--- config.mk ---
export PLATFORM = sky130hd
export DESIGN_NAME = t1rx_monitor
export DESIGN_NICKNAME = d
export VERILOG_FILES = /design/src/include/t1rx_pkg.sv /design/src/t1rx_monitor.sv
export SDC_FILE = /design/constraint.sdc
export NUM_CORES = 1
export LEC_CHECK = 0
export BUFFER_PORTS_ARGS = -buffer_cell sky130_fd_sc_hd__buf_2
export CAP_MARGIN = 20
export CORE_ASPECT_RATIO = 1.75
export CORE_MARGIN = 10
export CORE_UTILIZATION = 40
export CTS_CLUSTER_DIAMETER = 120
export DETAILED_ROUTE_END_ITERATION = 6
export GPL_ROUTABILITY_DRIVEN = 0
export SYNTH_ARGS = -nofsm -noshare
export SYNTH_HDL_FRONTEND = slang
export SYNTH_SLANG_ARGS = --single-unit
--- constraint.sdc ---
create_clock -name clk_i -period 1.8 [get_ports clk_i]
set_input_delay 0.27 -clock clk_i [delete_from_list [all_inputs] [get_ports clk_i]]
set_output_delay 0.27 -clock clk_i [all_outputs]
set_load 0.005 [all_outputs]
--- src/include/t1rx_pkg.sv ---
// constants, encodings and carriers for the t1 receive event monitor
package t1rx_pkg;

  // ==========================================================
  // line formats
  typedef enum logic [1:0] {
    T1RX_FMT_SF  = 2'h0,  // superframe
    T1RX_FMT_ESF = 2'h1,  // extended superframe
    T1RX_FMT_DM  = 2'h2,  // digital data service frame
    T1RX_FMT_SLC = 2'h3   // subscriber loop carrier frame
  } t1rx_fmt_t;

  // one received line bit with its frame position from the aligner
  typedef struct packed {
    logic       bit_en;     // one-cycle strobe: a line bit is present
    logic       data;       // received bit value
    logic       f_slot;     // this bit sits in the framing position
    logic       fbit_exp;   // expected framing bit value
    logic [6:0] frame_idx;  // basic frame number in multiframe, from 1
  } t1rx_line_t;

  // ==========================================================
  // register indexes (byte address is four times the index)
  localparam logic [7:0] T1RX_IDX_STATUS  = 8'h4F;
  localparam logic [7:0] T1RX_IDX_EN0     = 8'h50;
  localparam logic [7:0] T1RX_IDX_EN1     = 8'h51;
  localparam logic [7:0] T1RX_IDX_FLAGS0  = 8'h52;
  localparam logic [7:0] T1RX_IDX_FLAGS1  = 8'h53;
  localparam logic [7:0] T1RX_IDX_OVH0    = 8'h56;
  localparam logic [7:0] T1RX_IDX_OVH1    = 8'h57;
  localparam logic [7:0] T1RX_IDX_OVH2    = 8'h58;
  localparam logic [7:0] T1RX_IDX_OVH_EN  = 8'h5C;
  localparam logic [7:0] T1RX_IDX_OVH_FLG = 8'h5D;

  // ==========================================================
  // field positions
  localparam int T1RX_B_OOF     = 0;  // flags0: sync status change
  localparam int T1RX_B_MIMIC   = 4;  // flags0: mimic seen
  localparam int T1RX_B_ALIGN   = 0;  // flags1: alignment moved
  localparam int T1RX_B_FERR    = 1;  // flags1: framing bit error
  localparam int T1RX_B_CRC     = 2;  // flags1: crc block error
  localparam int T1RX_B_SEVERE  = 3;  // flags1: severe framing error
  localparam int T1RX_B_FSTART  = 4;  // flags1: frame start
  localparam int T1RX_B_DEBOUNCE = 4; // overhead enable reg: debounce

  // ==========================================================
  // reset values
  localparam logic [7:0] T1RX_RST_BYTE = 8'h00;
  localparam logic       T1RX_RST_OOS  = 1'b1;  // out of sync at reset

  // ==========================================================
  // frame positions and counts
  localparam logic [6:0] T1RX_FRAME_FIRST = 7'h01;
  localparam logic [6:0] T1RX_WIN2_FIRST  = 7'h07;  // second 6-frame win
  localparam logic [6:0] T1RX_CRC_LAST    = 7'h16;  // frame 22
  localparam logic [6:0] T1RX_SLC_SYNC_HI = 7'h16;  // frame 2n, n <= 11
  localparam logic [6:0] T1RX_SLC_SYNC_36 = 7'h48;  // frame 72 (n = 36)
  localparam logic [6:0] T1RX_SLC_OVH_LO  = 7'h18;  // frame 24 (n = 12)
  localparam logic [6:0] T1RX_SLC_OVH_HI  = 7'h3E;  // frame 62 (n = 31)
  localparam logic [1:0] T1RX_SEVERE_CNT  = 2'h2;   // errors per window
  localparam logic [5:0] T1RX_CRC_POLY    = 6'h03;  // x^6 + x + 1

  // overhead word: conc [10:0], maint [13:11], alarm [15:14],
  // switch [19:16]; change flag index 0 conc, 1 maint, 2 sw, 3 alarm
  localparam int T1RX_OVH_W = 20;
  localparam logic [19:0] T1RX_MASK_CONC  = 20'h007FF;
  localparam logic [19:0] T1RX_MASK_MAINT = 20'h03800;
  localparam logic [19:0] T1RX_MASK_SW    = 20'hF0000;
  localparam logic [19:0] T1RX_MASK_ALARM = 20'h0C000;

endpackage

--- src/t1rx_monitor.sv ---
// t1 receive framing event flags and slc-96 overhead extraction
`timescale 1ns/1ps

// Functional notes
// - mimic pattern sets sticky flag in sf/esf
// - any out-of-sync change sets sticky flag
// - frame start flag, frozen while out of sync
// - two ft errors per six frames: severe
// - two alignment errors per esf multiframe: severe
// - crc-6 mismatch against next multiframe's crc bits
// - every checked framing bit mismatch sets error flag (esf checks frames 4, 8, ...)
// - slc-96 checks odd ft and chosen fs bits
// - new lock position differing sets move flag
// - flags clear on write one only
// - eleven concentrator bits, first bit lsb
// - three maintenance bits, first bit lsb
// - four switch bits, first bit lsb
// - two alarm bits, first bit lsb
// - debounce needs two equal superframes to update
// - fields held while slc sync lost
// - debounce control bit resets to zero
// - change flag with enable drives interrupt
// - alarm field change sets alarm flag
// - switch field change sets switch flag
// - maintenance and concentrator changes set flags
// - status reads one when out of sync
module t1rx_monitor (
  // clock and reset
  input  wire logic              clk_i,
  input  wire logic              resetn_i,
  // apb slave
  input  wire logic              psel_i,
  input  wire logic              penable_i,
  input  wire logic              pwrite_i,
  input  wire logic [11:0]       paddr_i,
  input  wire logic [31:0]       pwdata_i,
  output logic      [31:0]       prdata_o,
  output logic                   pready_o,
  output logic                   pslverr_o,
  // line side from the aligner
  input  wire t1rx_pkg::t1rx_line_t line_i,
  input  wire t1rx_pkg::t1rx_fmt_t  fmt_i,
  input  wire logic              out_of_sync_i,
  input  wire logic              mimic_i,
  input  wire logic              lock_i,
  input  wire logic [7:0]        lock_pos_i,
  // interrupt
  output logic                   irq_n_o
);
  import t1rx_pkg::*;

  // ==========================================================
  // functions

  // framing bit positions that are compared in each format
  function automatic logic fbit_checked(t1rx_fmt_t f, logic [6:0] idx);
    logic slc_fs;
    slc_fs = (!idx[0] && idx <= T1RX_SLC_SYNC_HI) ||
             (idx == T1RX_SLC_SYNC_36);
    unique case (f)
      T1RX_FMT_ESF: fbit_checked = (idx[1:0] == 2'h0);
      T1RX_FMT_SLC: fbit_checked = idx[0] || slc_fs;
      default:      fbit_checked = 1'b1;
    endcase
  endfunction

  // one serial step of crc-6
  function automatic logic [5:0] crc_step(logic [5:0] c, logic b);
    crc_step = {c[4:0], 1'b0} ^ ((c[5] ^ b) ? T1RX_CRC_POLY : 6'h00);
  endfunction

  // ==========================================================
  // declarations
  logic [7:0]  flags0;         // mimic and sync-change flags
  logic [7:0]  flags1;         // framing event flags
  logic [3:0]  ovh_flags;      // overhead change flags
  logic [7:0]  en0;            // enables for flags0
  logic [4:0]  en1;            // enables for flags1
  logic [4:0]  ovh_en;         // debounce and change enables
  logic        oos;            // registered out-of-sync status
  logic [7:0]  lock_pos;       // last locked framing position
  logic        lock_seen;      // a position has been locked before
  logic [1:0]  sev_cnt;        // errors in current severe window
  logic [5:0]  crc_acc;        // crc of current esf multiframe
  logic [5:0]  crc_prev;       // crc of previous esf multiframe
  logic [5:0]  crc_rx;         // received crc bits being gathered
  logic        crc_valid;      // crc_prev covers a whole multiframe
  logic        crc_run;        // a multiframe start has been seen
  logic [19:0] ovh_rx;         // overhead bits of this superframe
  logic [19:0] ovh_prev;       // overhead bits of last superframe
  logic [19:0] ovh;            // extracted overhead fields
  logic [19:0] next_ovh;       // candidate overhead fields
  logic [3:0]  ovh_chg;        // per field change this superframe
  logic [19:0] masks [4];      // field masks by change flag index

  // decoded line events
  logic        fslot;          // framing bit strobe
  logic        mism;           // checked framing bit mismatches
  logic        sev_bit;        // bit counts toward severe window
  logic        win_start;      // first framing bit of a window
  logic        sev_ev;         // severe error event
  logic        crc_ev;         // crc error event
  logic        fstart_ev;      // frame start event
  logic        align_ev;       // alignment moved event
  logic        slc_end;        // last framing bit of slc superframe
  logic [7:0]  ev0;            // set vector for flags0
  logic [7:0]  ev1;            // set vector for flags1
  logic [7:0]  rx_crc_now;     // helper to size compare
  logic [7:0]  wr_byte;        // low byte of write data

  // apb decode
  logic        setup;          // setup phase of a transfer
  logic        access;         // access phase accepted this edge
  logic [7:0]  idx;            // register index
  logic        mapped;         // index hits a register
  logic [7:0]  rd_byte;        // read mux
  logic        wr;             // write takes effect this edge

  assign masks[0] = T1RX_MASK_CONC;
  assign masks[1] = T1RX_MASK_MAINT;
  assign masks[2] = T1RX_MASK_SW;
  assign masks[3] = T1RX_MASK_ALARM;

  // ==========================================================
  // apb slave: no wait state, read data captured in setup
  assign setup   = psel_i && !penable_i;
  assign access  = psel_i && penable_i && pready_o;
  assign idx     = paddr_i[9:2];
  assign wr      = access && pwrite_i && !pslverr_o;
  assign wr_byte = pwdata_i[7:0];

  // address decode
  always_comb begin
    mapped = (paddr_i[1:0] == 2'h0) && (paddr_i[11:10] == 2'h0);
    rd_byte = 8'h00;
    unique case (idx)
      T1RX_IDX_STATUS:  rd_byte = {7'h00, oos};
      T1RX_IDX_EN0:     rd_byte = en0;
      T1RX_IDX_EN1:     rd_byte = {3'h0, en1};
      T1RX_IDX_FLAGS0:  rd_byte = flags0;
      T1RX_IDX_FLAGS1:  rd_byte = flags1;
      T1RX_IDX_OVH0:    rd_byte = ovh[7:0];
      T1RX_IDX_OVH1:    rd_byte = {2'h0, ovh[13:8]};
      T1RX_IDX_OVH2:    rd_byte = {2'h0, ovh[19:14]};
      T1RX_IDX_OVH_EN:  rd_byte = {3'h0, ovh_en};
      T1RX_IDX_OVH_FLG: rd_byte = {4'h0, ovh_flags};
      default:          mapped = 1'b0;                      // unmapped
    endcase
  end

  // answer handshake
  always_ff @(posedge clk_i) begin
    if (!resetn_i) begin
      pready_o  <= 1'b0;
      pslverr_o <= 1'b0;
      prdata_o  <= 32'h0000_0000;
    end else begin
      pready_o  <= setup;
      pslverr_o <= setup && !mapped;
      if (setup) begin
        prdata_o <= (pwrite_i || !mapped) ? 32'h0000_0000
                                          : {24'h000000, rd_byte};
      end
    end
  end

  // writable control registers
  always_ff @(posedge clk_i) begin
    if (!resetn_i) begin
      en0    <= T1RX_RST_BYTE;
      en1    <= 5'h00;
      ovh_en <= 5'h00;
    end else if (wr) begin
      if (idx == T1RX_IDX_EN0)    en0    <= wr_byte & 8'h11;
      if (idx == T1RX_IDX_EN1)    en1    <= wr_byte[4:0];
      if (idx == T1RX_IDX_OVH_EN) ovh_en <= wr_byte[4:0];
    end
  end

  // ==========================================================
  // framing bit checks
  assign fslot   = line_i.bit_en && line_i.f_slot;
  assign mism    = fslot && fbit_checked(fmt_i, line_i.frame_idx) &&
                   (line_i.data != line_i.fbit_exp);
  assign sev_bit = mism && (fmt_i != T1RX_FMT_SLC) &&
                   ((fmt_i == T1RX_FMT_ESF) || line_i.frame_idx[0]);
  assign win_start = fslot &&
    ((line_i.frame_idx == T1RX_FRAME_FIRST) ||
     (fmt_i != T1RX_FMT_ESF && line_i.frame_idx == T1RX_WIN2_FIRST));
  assign sev_ev  = sev_bit && !win_start &&
                   (sev_cnt == T1RX_SEVERE_CNT - 2'h1);

  // fixed-window severe error count
  always_ff @(posedge clk_i) begin
    if (!resetn_i) begin
      sev_cnt <= 2'h0;
    end else if (win_start) begin
      sev_cnt <= sev_bit ? 2'h1 : 2'h0;
    end else if (sev_bit && sev_cnt != 2'h3) begin
      sev_cnt <= sev_cnt + 2'h1;
    end
  end

  // ==========================================================
  // crc-6 over each esf multiframe, framing bits counted as one
  assign rx_crc_now = {2'h0, crc_rx[4:0], line_i.data};
  assign crc_ev = fslot && fmt_i == T1RX_FMT_ESF && crc_valid &&
                  line_i.frame_idx == T1RX_CRC_LAST &&
                  rx_crc_now[5:0] != crc_prev;

  always_ff @(posedge clk_i) begin
    if (!resetn_i) begin
      crc_acc   <= 6'h00;
      crc_prev  <= 6'h00;
      crc_rx    <= 6'h00;
      crc_valid <= 1'b0;
      crc_run   <= 1'b0;
    end else if (fmt_i != T1RX_FMT_ESF || oos) begin
      crc_acc   <= 6'h00;                // restart after a loss
      crc_valid <= 1'b0;
      crc_run   <= 1'b0;
    end else if (line_i.bit_en) begin
      if (fslot && line_i.frame_idx == T1RX_FRAME_FIRST) begin
        crc_prev  <= crc_acc;
        // the first start only opens a run; a partial crc is no check
        crc_valid <= crc_run;
        crc_run   <= 1'b1;
        crc_acc   <= crc_step(6'h00, 1'b1);
      end else begin
        crc_acc <= crc_step(crc_acc, line_i.f_slot | line_i.data);
      end
      // crc bits ride the framing slot of frames 2, 6, 10 ...
      if (fslot && line_i.frame_idx[1:0] == 2'h2) begin
        crc_rx <= {crc_rx[4:0], line_i.data};
      end
    end
  end

  // ==========================================================
  // sync status, frame start and lock position
  assign fstart_ev = fslot && !oos &&
                     line_i.frame_idx == T1RX_FRAME_FIRST;
  assign align_ev  = lock_i && lock_seen && lock_pos_i != lock_pos;

  always_ff @(posedge clk_i) begin
    if (!resetn_i) begin
      oos       <= T1RX_RST_OOS;
      lock_pos  <= 8'h00;
      lock_seen <= 1'b0;
    end else begin
      oos <= out_of_sync_i;
      if (lock_i) begin
        lock_pos  <= lock_pos_i;
        lock_seen <= 1'b1;
      end
    end
  end

  // ==========================================================
  // sticky event flags: set wins over a write-one clear
  always_comb begin
    ev0 = 8'h00;
    ev1 = 8'h00;
    ev0[T1RX_B_OOF]    = (out_of_sync_i != oos);
    ev0[T1RX_B_MIMIC]  = mimic_i && (fmt_i == T1RX_FMT_SF ||
                         fmt_i == T1RX_FMT_ESF);
    ev1[T1RX_B_ALIGN]  = align_ev;
    ev1[T1RX_B_FERR]   = mism;
    ev1[T1RX_B_CRC]    = crc_ev;
    ev1[T1RX_B_SEVERE] = sev_ev;
    ev1[T1RX_B_FSTART] = fstart_ev;
  end

  always_ff @(posedge clk_i) begin
    if (!resetn_i) begin
      flags0 <= T1RX_RST_BYTE;
      flags1 <= T1RX_RST_BYTE;
    end else begin
      flags0 <= ((wr && idx == T1RX_IDX_FLAGS0) ? flags0 & ~wr_byte
                                                : flags0) | ev0;
      flags1 <= ((wr && idx == T1RX_IDX_FLAGS1) ? flags1 & ~wr_byte
                                                : flags1) | ev1;
    end
  end

  // ==========================================================
  // slc-96 overhead gathering from fs bits of frames 24..62
  assign slc_end = fslot && fmt_i == T1RX_FMT_SLC &&
                   line_i.frame_idx == T1RX_SLC_SYNC_36;

  always_ff @(posedge clk_i) begin
    if (!resetn_i) begin
      ovh_rx <= 20'h00000;
    end else if (fslot && fmt_i == T1RX_FMT_SLC &&
                 !line_i.frame_idx[0] &&
                 line_i.frame_idx >= T1RX_SLC_OVH_LO &&
                 line_i.frame_idx <= T1RX_SLC_OVH_HI) begin
      // first received bit of each field lands in its lsb
      ovh_rx[5'(line_i.frame_idx[6:1] - 6'd12)] <= line_i.data;
    end
  end

  // per field debounce select and change detect
  always_comb begin
    next_ovh = ovh;
    ovh_chg  = 4'h0;
    for (int i = 0; i < 4; i++) begin
      if (!ovh_en[T1RX_B_DEBOUNCE] ||
          ((ovh_rx ^ ovh_prev) & masks[i]) == 20'h00000) begin
        next_ovh = (next_ovh & ~masks[i]) | (ovh_rx & masks[i]);
      end
      ovh_chg[i] = ((next_ovh ^ ovh) & masks[i]) != 20'h00000;
    end
  end

  // field update once per superframe, frozen while out of sync
  always_ff @(posedge clk_i) begin
    if (!resetn_i) begin
      ovh      <= 20'h00000;
      ovh_prev <= 20'h00000;
    end else if (slc_end && !oos) begin
      ovh      <= next_ovh;
      ovh_prev <= ovh_rx;
    end
  end

  // overhead change flags, write one to clear
  always_ff @(posedge clk_i) begin
    if (!resetn_i) begin
      ovh_flags <= 4'h0;
    end else begin
      ovh_flags <= ((wr && idx == T1RX_IDX_OVH_FLG)
                    ? ovh_flags & ~wr_byte[3:0]
                    : ovh_flags) |
                   ((slc_end && !oos) ? ovh_chg : 4'h0);
    end
  end

  // ==========================================================
  // interrupt output, active low
  always_ff @(posedge clk_i) begin
    if (!resetn_i) begin
      irq_n_o <= 1'b1;
    end else begin
      irq_n_o <= !(|(flags0 & en0) || |(flags1[4:0] & en1) ||
                   |(ovh_flags & ovh_en[3:0]));
    end
  end
endmodule

# Yosys cells after proc, flatten, opt, wreduce, memory -nomap -nowiden
# Index checks and enable logic that the tools add are counted.
dict set report word_totals {
  elab_cells 183
  ff_bits 158
  input_bits 73
  output_inout_bits 35
}
dict set report classes {
  addsub 2
  magnitude_cmp 5
  muxes 20
  reduce_logical 84
  bitwise 25
  n_eq_ne 25
}
# op n
set ops {}
lappend ops {{$eq 8x7->1 const B} 10}
lappend ops {{$logic_not 20->1} 4}
lappend ops {{$mux 20} 4}
lappend ops {{$pmux 8 s10} 1}
lappend ops {{$reduce_bool 20->1} 4}
lappend ops {{$xor 20x20->20} 2}
lappend ops {{$logic_and 1x1->1} 39}
lappend ops {{$mux 8} 3}
lappend ops {{$bwmux 20} 1}
lappend ops {{$or 16x20->20} 1}
lappend ops {{$or 20x11->20} 1}
lappend ops {{$or 20x14->20} 1}
lappend ops {{$or 20x16->20} 1}
lappend ops {{$and 8x8->8} 2}
lappend ops {{$or 8x5->8} 2}
lappend ops {{$xor 16x16->16} 1}
lappend ops {{$xor 14x14->14} 1}
lappend ops {{$logic_or 1x1->1} 13}
lappend ops {{$xor 11x11->11} 1}
lappend ops {{$reduce_or 10->1} 1}
lappend ops {{$and 4x4->4} 2}
lappend ops {{$and 8x5->8} 1}
lappend ops {{$logic_not 1->1} 8}
lappend ops {{$logic_not 2->1} 4}
lappend ops {{other kinds (39)} 53}

# Longest topological paths before layout
dict set report depth {
  word_depth 14
  mapped_depth 7
  mapped_depth_nobuf 7
}

# Worst setup path before layout
# Ideal clock, no wire load.
dict set report synth_timing {
  kind {input -> register}
  start {in line_i[1] (netlist bit)}
  end {reg ovh[1]}
  cell_stages 7
  setup_time_ns 0.137
  t_required_ns 1.663
  n_path_buf 2
  t_arrival_ns 1.600
  slack_ns 0.063
  path_cell_list {or2_4 -> or2_1 -> or4_1 -> buf_2 -> buf_6 -> o21ai_1 -> a21oi_1}
}
dict set report synth_between {
  elab_chain_cells 3
}
# item line_no
set synth_lines {}
lappend synth_lines {{from (decl)} t1rx_monitor.sv:41} ;# input wire t1rx_pkg::t1rx_line_t line_i,
lappend synth_lines {{$eq 7x7->1} t1rx_monitor.sv:289} ;# line_i.frame_idx == T1RX_SLC_SYNC_36;
lappend synth_lines {{$logic_and 1x1->1} t1rx_monitor.sv:288} ;# assign slc_end = fslot && fmt_i == T1RX_FMT_SLC &&
lappend synth_lines {{$logic_and 1x1->1} t1rx_monitor.sv:321} ;# end else if (slc_end && !oos) begin
lappend synth_lines {{to (signal assigned)} t1rx_monitor.sv:322} ;# ovh <= next_ovh;
lappend synth_lines {{to (decl)} t1rx_monitor.sv:91} ;# logic [19:0] ovh;
# No other way between the ends.
# A chain may end at the register's enable or synchronous reset.

# Final worst setup path
dict set report layout_timing {
  start {reg ovh_prev[3]}
  end {reg ovh[8]}
}
dict set report layout_between {
  elab_chain_cells 10
}
# item line_no
set layout_lines {}
lappend layout_lines {{from (decl)} t1rx_monitor.sv:90} ;# logic [19:0] ovh_prev;
lappend layout_lines {{from (signal assigned)} t1rx_monitor.sv:323} ;# ovh_prev <= ovh_rx;
lappend layout_lines {{$xor 20x20->20 (*)} --}
lappend layout_lines {{$logic_not 20->1 (*)} t1rx_monitor.sv:309} ;# ((ovh_rx ^ ovh_prev) & masks[i]) == 20'h00000) begin
lappend layout_lines {{$logic_or 1x1->1 (*)} t1rx_monitor.sv:308} ;# if (!ovh_en[T1RX_B_DEBOUNCE] ||
lappend layout_lines {{$mux 20 (*)} t1rx_monitor.sv:308}
lappend layout_lines {{$or 20x14->20} t1rx_monitor.sv:310} ;# next_ovh = (next_ovh & ~masks[i]) | (ovh_rx & masks[i]);
lappend layout_lines {{$mux 20 (*)} t1rx_monitor.sv:308}
lappend layout_lines {{$or 16x20->20} t1rx_monitor.sv:310}
lappend layout_lines {{$mux 20 (*)} t1rx_monitor.sv:308}
lappend layout_lines {{$or 20x16->20} t1rx_monitor.sv:310}
lappend layout_lines {{$mux 20 (*)} t1rx_monitor.sv:308}
# Mark *: on every way between the ends. The rest lies on a longest branch, timed or not.

==> impl_metrics.ini <==
[sta]
timing.slew.headroom_pct = 35.9
hold_violations = 0
drv_slew = 0
timing.final.setup_violations = 0
tightest_slew_ns = 0.953
post-route-worst-setup-slack_ns = 0.167
timing.final.crit_share_pct = 90.7
totalNegativeSetupSlack_ns = 0
rsz_0062_raised_after_global_routing = false
clock_skew_ns = 0.00842
timing.final.crit_period_ns = 1.63
fmaxAchievable_mhz = 612

[route]
total_vias_in_the_final_route = 5881
routedWlPerCell_um = 15.5
antenna_left = 0
initial_drt_pass_iterations = 4
vias_per_cell = 5.11
drc = 0
finalWirelength_um = 17900
drt_first_iter_violations = 317

[logic_synthesis]
synthDominantAreaCellType = dfxtp_1
synth_top_area_share_pct = 39.7
synth-seq-cells = 134
syn_area_per_cell_um2 = 8.49
yosysSeqAreaShare_pct = 39.7
ys.flop_type = dfxtp_1
synth_edf_count = 0
synth_area_leaders = dfxtp_1 40%, nand2_1 6.9%, a21oi_1 6.6%
synthesis.yosys.warnings = 0
cell_count_after_synthesis = 796
synth_area_um2 = 6760
ys_types = 70
ys_async_sr_fraction_pct = 0

[worst_hold_path]
hp-class = input port to flop

[cts]
htree_levels = 4
tritoncts.num_buffers = 17
cts_tree = done
ctsHoldBuffers = 0
cts-root-to-sink-buffers = 2
worstSkewPairLatency_ns = 0.41
buffer_type_at_the_clock_tree_root = clkbuf_16
clock_transition_at_the_register_clock_pins_on_the_worst_setup_and_hold_paths_after_cts_ns = 0.06
cts-resized-gates = 0
setup_fix_buffers_added_after_clock_tree_synthesis = 0
clkSinkCount = 134

[finish]
n_fill_cell = 1603
non_filler_cell_area_final_um2 = 8330
layout-drive-gt1-share_pct = 22.5
syn2layout_area_growth_pct = 23.3
diodes = 0
finalCoreUtilization_pct = 50.4
layout.nets = 992

[power_and_ir_drop]
design_power_total_mw = 6.81
leakagePower_nw = 3.29
ir_worst_vdd_mv = 0.530
power.combinational.fraction_pct = 6.8
power_switching_share_pct = 23.2
p_sw_mw = 1.58
power_report.internal_total_mw = 5.24
clock_power_share_pct = 49.0
power_per_cell_area_nw_per_um2 = 818
portion_of_total_power_attributed_to_sequential_cells_pct = 44.1

[placed_design]
placement.cell_area_um2 = 7750
place_ws_ns = -0.210
port-buffer-count = 59
hpwlAfterDp_um = 13600

[setup_path]
critPathLaunchType = flop
critical_path.max_stage_delay_ns = 0.58
crit_path_end_kind = flop
path_buf_inv = 0
timing.critical_path.fanout_max = 12
timing.critical_path.slowest_stage_cell = o41a_1
arrival_worst_endpoint_ns = 1.91
timing_worst_setup_path_type = flop to flop
timing.critical_path.max_delay_family = compound AO/OA/AOI/OAI gates
cp_data_required_time_ns = 2.08
cp_cell_sequence = xnor2_1 > nand4_1 > o41a_1 > o21ai_1 > a21oi_1

[global_route]
number_of_global_route_vias_before_repair = 6018
grt.overflow.total = 0
grt_pass1_wl_um = 30100
grt_max_degree = 79
grt_use_total_pct = 16.2
antenna_found_initial = 0

[run]
maxCapViolations = 0

[floorplan]
initial_standard_cell_utilization_of_the_core_pct = 40.9
die_area_um2 = 22700
top_level_ports = 108
chipWidth_um = 118
die_h_um = 192
core-area_um2 = 16500
floorplan.rows = 62

[run_status]
outcome = finished clean
==> worst paths after layout <==
path	start	endpoint	slack (ns)	depth (start not counted)
worst max-delay path	ovh_prev[3]$_SDFFE_PN0P_	ovh[8]$_SDFFE_PN0P_	0.17	5
worst min-delay path	pwdata_i[5]	flags0[5]$_SDFFE_PN0P_	0.04	2
worst max register to register	ovh_prev[3]$_SDFFE_PN0P_	ovh[8]$_SDFFE_PN0P_	0.17	5
worst min register to register	flags0[1]$_SDFFE_PN0P_	flags0[1]$_SDFFE_PN0P_	0.43	2
==> logic make-up after synthesis <==
| group | Yosys count | share of synthesized area [%] |
|---|---|---|
| other | 1 | 0.0555 |
| AOI/OAI and AO/OA | 167 | 16.1 |
| buffers and inverters | 71 | 5.61 |
| muxes | 47 | 7.28 |
| DFF | 134 | 39.7 |
| xor gates and xnor gates | 59 | 7.65 |
| adders and majority gates | 4 | 0.741 |
| and+or+nand+nor | 313 | 22.9 |
==> Yosys cell counts (3+ instances only) <==
library cell / instances
nor4_2: 6
a21oi_1: 89
buf_1: 4
a21boi_0: 9
clkbuf_1: 26
a21bo_2: 3
nand4_1: 10
o221a_2: 3
buf_4: 24
nor2b_1: 9
a311oi_1: 3
and2_1: 4
o21ai_0: 4
nand3b_1: 4
xnor2_1: 25
dfxtp_1: 134
mux2_2: 7
o21ai_1: 11
xor2_1: 34
nand2_1: 124
buf_2: 12
nor4_1: 8
nor2_1: 49
o41ai_2: 3
o21a_1: 9
a32oi_1: 4
nand2b_1: 11
inv_1: 4
ha_1: 4
nor3_1: 9
a31oi_1: 4
a221oi_2: 3
mux2i_1: 39
nand3_1: 56
==> per-stage QoR <==
stage / instances / hold WS [ns]
2_1_floorplan: 819 / 0.357
3_3_place_gp: 1120 / 0.416
3_5_place_dp: 1120 / 0.421
4_1_cts: 1152 / 0.0252
5_1_grt: 1152 / 0.0310
6_report: 1152 / 0.0440
==> layout make-up <==
| class | count | area [µm²] | share of cell area (%) |
|---|---|---|---|
| multi-input combinational | 614 | 3790 | 45.5 |
| sequential | 134 | 2680 | 32.2 |
| timing repair buffer | 144 | 983 | 11.8 |
| clock buffer | 22 | 484 | 5.81 |
| tap | 224 | 280 | 3.36 |
| clock inverter | 10 | 96.3 | 1.16 |
| inverter | 4 | 15.0 | 0.180 |
==> layer usage <==
metal | GRT usage (%) | routed length (µm)
met3 | 4.03 | 876
met5 | 0 | 0
met2 | 29.4 | 9210
met4 | 8.12 | 720
met1 | 17.0 | 7070
==> power groups by stage <==
stage | registers, mW | clock network (mW) | logic [mW]
after global routing | 3.01 | 3.56 | 0.515
after floorplan | 3.07 | 0 | 0.275
after global placement | 3.07 | 0 | 0.464
after CTS | 3.01 | 3.41 | 0.466
after detailed placement | 3.07 | 0 | 0.464
final | 3.01 | 3.34 | 0.465
==> layout by cell type, fill, tap and decap left out, types with 10 or more instances in the layout <==
cell type | synthesis | final
nor2_1 | 49 | 49
nand2b_1 | 11 | 11
buf_4 | 24 | 81
nand2_1 | 124 | 124
dfxtp_1 | 134 | 134
conb_1 | 1 | 24
mux2i_1 | 39 | 39
clkbuf_16 | 0 | 17
xnor2_1 | 25 | 25
a21oi_1 | 89 | 89
buf_2 | 12 | 59
nand4_1 | 10 | 10
o21ai_1 | 11 | 11
xor2_1 | 34 | 34
nand3_1 | 56 | 56
==> worst register-to-register path: cells and delay by family, from the launching register on <==
family / cells / cell delay, ns
AOI/OAI and AO/OA: 3 / 0.86
xor gates and xnor gates: 1 / 0.19
DFF: 1 / 0.32
and+or+nand+nor: 1 / 0.14
==> state kept, by name, indices dropped and copies added (netlist names), 2 cells and up <==
register and count:
ovh_prev 20, en1 5, ovh_flags 4, crc_acc 6
crc_prev 6, ovh_rx 20, en0 2, lock_pos 8
flags1 8, crc_rx 5, flags0 8, prdata_o 8
ovh_en 5, ovh 20, sev_cnt 2
Note: power is estimated with default switching activity, not from simulation.
